<file path="config.mk">
export PLATFORM = sky130hd
export DESIGN_NAME = acs_sequencer
export DESIGN_NICKNAME = d
export VERILOG_FILES = /design/src/acs_sequencer.v
export VERILOG_INCLUDE_DIRS = /design/src /design/src/src
export SDC_FILE = /design/constraint.sdc
export NUM_CORES = 1
export LEC_CHECK = 0
export BUFFER_PORTS_ARGS = -buffer_cell sky130_fd_sc_hd__buf_2
export CAP_MARGIN = 10
export CORE_MARGIN = 2
export CORE_UTILIZATION = 39
export CTS_CLUSTER_DIAMETER = 30
export DETAILED_ROUTE_END_ITERATION = 6
export PLACE_DENSITY = 0.69
export REMOVE_ABC_BUFFERS = 1
export SYNTH_ARGS = -nofsm -noshare
export SYNTH_HDL_FRONTEND = slang
export SYNTH_SLANG_ARGS = --single-unit
export TNS_END_PERCENT = 10
</file>
<file path="constraint.sdc">
create_clock -name pclk -period 2 [get_ports pclk]
set_input_delay 0.2 -clock pclk [delete_from_list [all_inputs] [get_ports pclk]]
set_output_delay 0.2 -clock pclk [all_outputs]
set_load 0.005 [all_outputs]
</file>
<file path="src/acs_map.vh">
`ifndef ACS_MAP_VH
`define ACS_MAP_VH
// ==========================================================
// register offsets (byte addresses)
`define ACS_CTRL_OFF 8'h00
`define ACS_SEL_OFF 8'h04
`define ACS_RES_LO_OFF 8'h08
`define ACS_RES_HI_OFF 8'h0C
`define ACS_ACT_OFF 8'h10
// ==========================================================
// control/status field positions
`define ACS_EN_BIT 7
`define ACS_START_BIT 6
`define ACS_FREE_BIT 5
`define ACS_DONE_BIT 4
`define ACS_DIV_MSB 2
`define ACS_DIV_LSB 0
// ==========================================================
// selection field positions
`define ACS_REF_MSB 7
`define ACS_REF_LSB 6
`define ACS_CHAN_MSB 3
`define ACS_CHAN_LSB 0
// ==========================================================
// reset values
`define ACS_CTRL_RST 8'h00
`define ACS_SEL_RST 6'h00
// ==========================================================
// conversion timing in converter clock cycles
`define ACS_NORM_LEN 5'h0D
`define ACS_FIRST_LEN 5'h19
`define ACS_NORM_SH 5'h01
`define ACS_FIRST_SH 5'h0D
// cpu clock rate and converter clock limits, in kHz
`define ACS_PCLK_KHZ 50000
`define ACS_CONV_MIN_KHZ 50
`define ACS_CONV_MAX_KHZ 200
`define ACS_CPU_MIN_KHZ 100
`endif

</file>
<file path="src/acs_sequencer.v">
// The register offsets and the APB slave port were chosen for this implementation.
`timescale 1ns/100ps
`include "acs_map.vh"

module acs_sequencer (
    // apb clock and reset
    input wire pclk,
    input wire presetn,
    // apb slave
    input wire psel,
    input wire penable,
    input wire pwrite,
    input wire [7:0] paddr,
    input wire [31:0] pwdata,
    output reg [31:0] prdata,
    output wire pready,
    output wire pslverr,
    // analog core
    input wire [9:0] core_result,
    output wire core_power,
    output reg [3:0] core_channel,
    output reg [1:0] core_reference,
    output reg core_sample,
    output wire core_busy
);

    // ==========================================================
    // apb decode
    wire setup_ph;
    wire acc_ph;
    wire wr_en;
    wire rd_en;
    wire map_hit;
    assign setup_ph = psel & ~penable;
    assign acc_ph = psel & penable;
    assign pready = 1'b1;
    assign map_hit = (paddr == `ACS_CTRL_OFF) | (paddr == `ACS_SEL_OFF) |
                     (paddr == `ACS_RES_LO_OFF) | (paddr == `ACS_RES_HI_OFF) |
                     (paddr == `ACS_ACT_OFF);
    // unmapped addresses answer with an error
    assign pslverr = acc_ph & ~map_hit;
    assign wr_en = acc_ph & pwrite & map_hit;
    assign rd_en = acc_ph & ~pwrite;

    // ==========================================================
    // state registers
    reg en_q;              // converter enable
    reg start_q;           // start bit
    reg free_q;            // free-run select
    reg done_q;            // conversion done flag
    reg [2:0] div_q;       // divider select
    reg [3:0] hold_chan_q; // holding register, channel
    reg [1:0] hold_ref_q;  // holding register, reference
    reg [9:0] result_q;    // result bytes
    reg res_lock_q;        // result updates blocked
    reg busy_q;            // conversion running
    reg first_q;           // next conversion is extended
    reg [4:0] cyc_q;       // converter cycles since start
    reg [7:0] pre_q;       // prescaler count, reaches 255 at the largest ratio
    reg [9:0] res_s1_q;    // result synchroniser, stage one
    reg [9:0] res_s2_q;    // result synchroniser, stage two

    // ==========================================================
    // prescaler: ratio is 2 << select, 2 to 256
    wire [8:0] ratio;
    wire conv_rise;
    wire conv_fall;
    assign ratio = 9'h002 << div_q;
    // rising converter edge at the end of each period
    assign conv_rise = en_q & ({1'b0, pre_q} == ratio - 9'h001);
    // falling converter edge at mid period
    assign conv_fall = en_q & ({1'b0, pre_q} == (ratio >> 1) - 9'h001);

    // counts only while enabled, held at zero otherwise
    always @(posedge pclk or negedge presetn) begin
        if (!presetn) begin
            pre_q <= 8'h00;
        end else if (!en_q) begin
            pre_q <= 8'h00;
        end else if (conv_rise) begin
            pre_q <= 8'h00;
        end else begin
            pre_q <= pre_q + 8'h01;
        end
    end

    // ==========================================================
    // conversion sequencing
    wire [4:0] conv_len;
    wire [4:0] sh_cyc;
    wire last_cyc;
    wire conv_end;
    wire conv_begin;
    assign conv_len = first_q ? `ACS_FIRST_LEN : `ACS_NORM_LEN;
    assign sh_cyc = first_q ? `ACS_FIRST_SH : `ACS_NORM_SH;
    assign last_cyc = busy_q & (cyc_q == conv_len - 5'h01);
    // completion on the rise that closes the last cycle
    assign conv_end = conv_rise & last_cyc;
    // idle start waits for the next converter rise
    assign conv_begin = conv_rise & ~busy_q & start_q;
    assign core_busy = busy_q;
    assign core_power = en_q;

    // busy, cycle counter and extended-conversion marker
    always @(posedge pclk or negedge presetn) begin
        if (!presetn) begin
            busy_q <= 1'b0;
            cyc_q <= 5'h00;
            first_q <= 1'b1;
        end else if (!en_q) begin
            // disable aborts without completing
            busy_q <= 1'b0;
            cyc_q <= 5'h00;
            first_q <= 1'b1;
        end else if (conv_begin) begin
            busy_q <= 1'b1;
            cyc_q <= 5'h00;
        end else if (conv_end) begin
            first_q <= 1'b0;
            cyc_q <= 5'h00;
            // free-run restarts at once, ignoring the done flag
            busy_q <= free_q;
        end else if (conv_rise && busy_q) begin
            cyc_q <= cyc_q + 5'h01;
        end
    end

    // sample-and-hold pulse on the falling edge after the chosen rise
    always @(posedge pclk or negedge presetn) begin
        if (!presetn) begin
            core_sample <= 1'b0;
        end else begin
            core_sample <= conv_fall & busy_q & (cyc_q == sh_cyc);
        end
    end

    // ==========================================================
    // active selection: tracks holding register while enabled, except while converting before the last cycle
    wire sel_track;
    assign sel_track = ~busy_q | last_cyc;

    always @(posedge pclk or negedge presetn) begin
        if (!presetn) begin
            core_channel <= 4'h0;
            core_reference <= 2'h0;
        end else if (en_q && sel_track) begin
            // frozen while converting until the last cycle, so a change waits for that cycle
            core_channel <= hold_chan_q;
            core_reference <= hold_ref_q;
        end
    end

    // ==========================================================
    // result synchroniser from the analog core
    always @(posedge pclk or negedge presetn) begin
        if (!presetn) begin
            res_s1_q <= 10'h000;
            res_s2_q <= 10'h000;
        end else begin
            res_s1_q <= core_result;
            res_s2_q <= res_s1_q;
        end
    end

    // ==========================================================
    // software-visible control bits
    wire ctrl_wr;
    wire sel_wr;
    wire lo_rd;
    wire hi_rd;
    assign ctrl_wr = wr_en & (paddr == `ACS_CTRL_OFF);
    assign sel_wr = wr_en & (paddr == `ACS_SEL_OFF);
    assign lo_rd = rd_en & (paddr == `ACS_RES_LO_OFF);
    assign hi_rd = rd_en & (paddr == `ACS_RES_HI_OFF);

    // enable, free-run and divider select
    always @(posedge pclk or negedge presetn) begin
        if (!presetn) begin
            en_q <= 1'b0;
            free_q <= 1'b0;
            div_q <= 3'h0;
        end else if (ctrl_wr) begin
            en_q <= pwdata[`ACS_EN_BIT];
            free_q <= pwdata[`ACS_FREE_BIT];
            div_q <= pwdata[`ACS_DIV_MSB:`ACS_DIV_LSB];
        end
    end

    // start bit: written one together with enable sets, hardware clears at single end
    always @(posedge pclk or negedge presetn) begin
        if (!presetn) begin
            start_q <= 1'b0;
        end else if (ctrl_wr && pwdata[`ACS_START_BIT] && pwdata[`ACS_EN_BIT]) begin
            // a write that enables and starts at once must not lose the start
            start_q <= 1'b1;
        end else if (!en_q) begin
            start_q <= 1'b0;
        end else if (conv_end && !free_q) begin
            start_q <= 1'b0;
        end
    end

    // done flag: set wins over a write-one clear
    always @(posedge pclk or negedge presetn) begin
        if (!presetn) begin
            done_q <= 1'b0;
        end else if (conv_end) begin
            done_q <= 1'b1;
        end else if (ctrl_wr && pwdata[`ACS_DONE_BIT]) begin
            done_q <= 1'b0;
        end
    end

    // holding register for channel and reference
    always @(posedge pclk or negedge presetn) begin
        if (!presetn) begin
            hold_chan_q <= 4'h0;
            hold_ref_q <= 2'h0;
        end else if (sel_wr) begin
            hold_chan_q <= pwdata[`ACS_CHAN_MSB:`ACS_CHAN_LSB];
            hold_ref_q <= pwdata[`ACS_REF_MSB:`ACS_REF_LSB];
        end
    end

    // ==========================================================
    // result registers and low-then-high read lock
    always @(posedge pclk or negedge presetn) begin
        if (!presetn) begin
            result_q <= 10'h000;
            res_lock_q <= 1'b0;
        end else begin
            if (conv_end && !res_lock_q) begin
                result_q <= res_s2_q;
            end
            if (hi_rd) begin
                res_lock_q <= 1'b0;
            end else if (lo_rd) begin
                res_lock_q <= 1'b1;
            end
        end
    end

    // ==========================================================
    // read data, captured in the setup cycle
    reg [31:0] rd_d;
    always @* begin
        rd_d = 32'h00000000;
        case (paddr)
            `ACS_CTRL_OFF: begin
                rd_d[`ACS_EN_BIT] = en_q;
                rd_d[`ACS_START_BIT] = start_q;
                rd_d[`ACS_FREE_BIT] = free_q;
                rd_d[`ACS_DONE_BIT] = done_q;
                rd_d[`ACS_DIV_MSB:`ACS_DIV_LSB] = div_q;
            end
            `ACS_SEL_OFF: begin
                rd_d[`ACS_REF_MSB:`ACS_REF_LSB] = hold_ref_q;
                rd_d[`ACS_CHAN_MSB:`ACS_CHAN_LSB] = hold_chan_q;
            end
            `ACS_RES_LO_OFF: begin
                rd_d[7:0] = result_q[7:0];
            end
            `ACS_RES_HI_OFF: begin
                rd_d[1:0] = result_q[9:8];
            end
            `ACS_ACT_OFF: begin
                rd_d[`ACS_REF_MSB:`ACS_REF_LSB] = core_reference;
                rd_d[`ACS_CHAN_MSB:`ACS_CHAN_LSB] = core_channel;
                rd_d[8] = busy_q;
                rd_d[9] = first_q;
                rd_d[10] = res_lock_q;
            end
            default: begin
                rd_d = 32'h00000000;
            end
        endcase
    end

    // register the read word so the access phase returns a flop
    always @(posedge pclk or negedge presetn) begin
        if (!presetn) begin
            prdata <= 32'h00000000;
        end else if (setup_ph && !pwrite) begin
            prdata <= rd_d;
        end
    end

endmodule // acs_sequencer

</file>
==> parameters.txt <==
Parameter                              Value

Timing
  Worst Clk Skew    ~8.6 ps
  Hold Violations, Final    0
  Max-slew violation count    0
  Fin crit share    97.82%
  Final critical path time including I/O delays and setup    1956 ps
  Achievable clock frequency    between 500 and 600 MHz
  Setup TNS    0 ps
  # setup viols final    0
  Minimum setup slack in the final design    43.55 ps
  Unrepaired setup endpoints after global routing    yes

Yosys
  Mean Syn Cell Area    10.68 um2
  Netlist area before placement    roughly 3800 um2
  Yosys reg bits    77
  Syn. warnings    0
  Sequential-to-total area share from yosys stat    50.98%
  Number of enable flip-flop cells after synthesis    0
  Number of cells produced by synthesis    354
  Post-synth top flop    sky130_fd_sc_hd__dfrtp_1
  Synth unique cells    65
  Post-synthesis async set-or-reset flop share    100.0%

Placement
  Count of port buffers added during placement    just over 50
  Half-perimeter wire length after placement    around 6600 um
  Final weighted congestion of routability-driven global placement    0.9169
  Placement Setup Slack    -97.06 ps

GRT
  Vias in the first global route    2868
  Largest net degree at the start of global routing    30
  Wire length of the first global-routing pass    roughly 14000 um
  Initial antenna violation count    0
  Remaining Overflow, GRT    0
  Total Routing Usage GR    17.65%

Clocking
  Clk sink count    77
  Clock buffers created by TritonCTS    9
  Clk Latency, worst-skew pair    350 ps
  H-tree level count    3
  Clock edge transition at the registers on the reported setup and hold paths    80 ps
  Buffers from clock root to sink, at most    2
  Root Buffer    sky130_fd_sc_hd__clkbuf_8
  Clock tree from TritonCTS    built

Worst setup path
  Worst path slowest cell    sky130_fd_sc_hd__a2111o_1
  Critical Path Sink Type    register
  Maximum fanout along the worst path    7
  Largest stage delay on the critical path    430 ps
  WP buf/inv    1
  Required time at the endpoint of the critical path    between 2000 and 2500 ps
  Nature of the critical path startpoint    register
  Data arrival at the endpoint of the critical path    2180 ps
  Cell breakdown of the critical path    buf_4 -> nor3_1 -> a21oi_2 -> a2111o_1 -> o311ai_2 -> o41ai_2
  Kind of critical path    reg2reg
  Cell type group with the largest total delay on the critical path    compound AO/OA/AOI/OAI gates

Finish
  Most common library cell in the layout ignoring fill and taps    sky130_fd_sc_hd__dfrtp_1
  Share of cells above drive strength 1    33.55%
  Fillcell total    841
  Synthesis-to-finish area growth    24.31%
  Number of antenna cells inserted    0
  Multi-input combinational cell area    1707 um2
  Sequential standard cell area    1931 um2
  Highest-count cells in the layout ignoring fill and taps    sky130_fd_sc_hd__dfrtp_1 (74), sky130_fd_sc_hd__buf_2 (50), sky130_fd_sc_hd__buf_4 (37)
  Number of nets in the final layout    between 500 and 600

Status
  Outcome    finished clean

Floorplan
  Effective utilization at floorplan    between 40% and 50%
  I/O pin count    98
  X dimension of the die    102.5 um
  Die Ht    102.5 um
  Core ar.    about 9300 um2
  Std-Cell Rows    35
  Die Outline Area    10500 um2

Power
  Power per standard cell area    786.8 nW/um2
  Max IR drop VDD    0.3335 mV
  Post-layout power    3.700 mW
  Leakage power of the design    2.242 nW

Detailed routing
  Detailed-route via count    slightly above 3000
  Final WL    approximately 9000 um
  Number of optimization iterations in the first detailed-route pass    4
  Initial DRC count    between 100 and 150
  Routed WL per cell    15.54 um
  Via-to-Cell Ratio    roughly 5.2
  Number of antenna-violating nets in the routed design    0
  Drt drc    0

Min path
  Hold WC Path Type    in2reg

Job
  Maxcap violations    0
worst paths after layout:
| kind | start | slack [ps] | end | depth (start not counted) |
|---|---|---|---|---|
| max reg2reg | div_q[1] | 40 | cyc_q[3] | 6 |
| min reg2reg | res_s1_q[4] | 350 | res_s2_q[4] | 0 |
| max | div_q[1] | 40 | cyc_q[3] | 6 |
| min in group asynchronous | presetn | 320 | core_reference[1] | 2 |
| min | pwdata[0] | 100 | div_q[0] | 3 |
| max in group asynchronous | presetn | 1070 | first_q | 3 |
worst reg2reg max path: stages, from the launching register on:
cell                       delay, ps
sky130_fd_sc_hd__dfrtp_1         420
sky130_fd_sc_hd__buf_4           190
sky130_fd_sc_hd__nor3_1          270
sky130_fd_sc_hd__a21oi_2          90
sky130_fd_sc_hd__a2111o_1        430
sky130_fd_sc_hd__o311ai_2        330
sky130_fd_sc_hd__o41ai_2         110
per-layer routing:
layer | vias to the layer above | share of wire [%] | global-route usage (%)
met3 | 16 | 5.9 | 2.941
met1 | 1513 | 44 | 23.75
li1 | 1420 | - | -
met4 | 0 | 2.4 | 7.487
met2 | 105 | 48 | 28.26
met5 | - | 0 | 0
state kept, by name, indices dropped and copies added, names as in the netlist, 3 cells and up:
register      flops
prdata           11
res_s1_q         10
res_s2_q         10
result_q         10
pre_q             8
cyc_q             5
core_channel      4
hold_chan_q       4
div_q             3
through the flow:
stage	hold WS (ps)	cell area, um2	cells	util [%]
2_1_floorplan	-95.59	3616	336	-
3_3_place_gp	146.9	4309	550	46.20
3_5_place_dp	155.1	4309	550	46.20
4_1_cts	88.71	4601	576	49.32
5_1_grt	98.94	4702	582	50.41
6_report	102.6	4702	582	50.41
power by group:
part | switching (mW) | internal, mW
Clock | 0.591 | 0.482
Combinational | 0.423 | 0.367
Sequential | 0.154 | 1.68
Total | 1.17 | 2.53
timing repair:
item	4_1_cts	5_1_grt
setup buffers	0	6
endpoints found under the setup margin	10	24
hold buffers	11	0
pin swaps	0	8
hold endpoints to repair	36	0
resized for setup	2	15
final cells by class:
type	count	share of cell area (%)
sequential	77	41.06
multi-input combinational	247	36.30
timing repair buffer	102	14.58
tap	129	3.433
clock buffer	10	2.927
inverter	12	0.9580
clock inverter	5	0.7451
synthesized netlist by cell type (5+ instances only):
master | number | area (um2)
sky130_fd_sc_hd__nand2_1 | 26 | 97.59
sky130_fd_sc_hd__nor4_1 | 5 | 31.28
sky130_fd_sc_hd__clkbuf_1 | 7 | 26.28
sky130_fd_sc_hd__buf_2 | 7 | 35.03
sky130_fd_sc_hd__inv_1 | 12 | 45.04
sky130_fd_sc_hd__mux2i_1 | 6 | 60.06
sky130_fd_sc_hd__o21ai_0 | 20 | 100.1
sky130_fd_sc_hd__and3_1 | 6 | 37.54
sky130_fd_sc_hd__mux2_2 | 17 | 191.4
sky130_fd_sc_hd__nand3_1 | 9 | 45.04
sky130_fd_sc_hd__nor2_1 | 23 | 86.33
sky130_fd_sc_hd__dfrtp_1 | 76 | 1902
sky130_fd_sc_hd__a22oi_1 | 7 | 52.55
sky130_fd_sc_hd__mux2_4 | 6 | 90.09
sky130_fd_sc_hd__buf_4 | 22 | 165.2
sky130_fd_sc_hd__a21oi_1 | 14 | 70.07
sky130_fd_sc_hd__nor3_1 | 16 | 80.08
cells by family after synthesis:
kind of cell / synth area share [%]
AOI/OAI and AO/OA: 14.69
adders and majority gates: 1.323
xor gates and xnor gates: 1.389
DFF: 50.98
muxes: 9.031
and+or+nand+nor: 14.82
other: 0.1986
buffers and inverters: 7.575
Power figures use the tool's default switching activity.
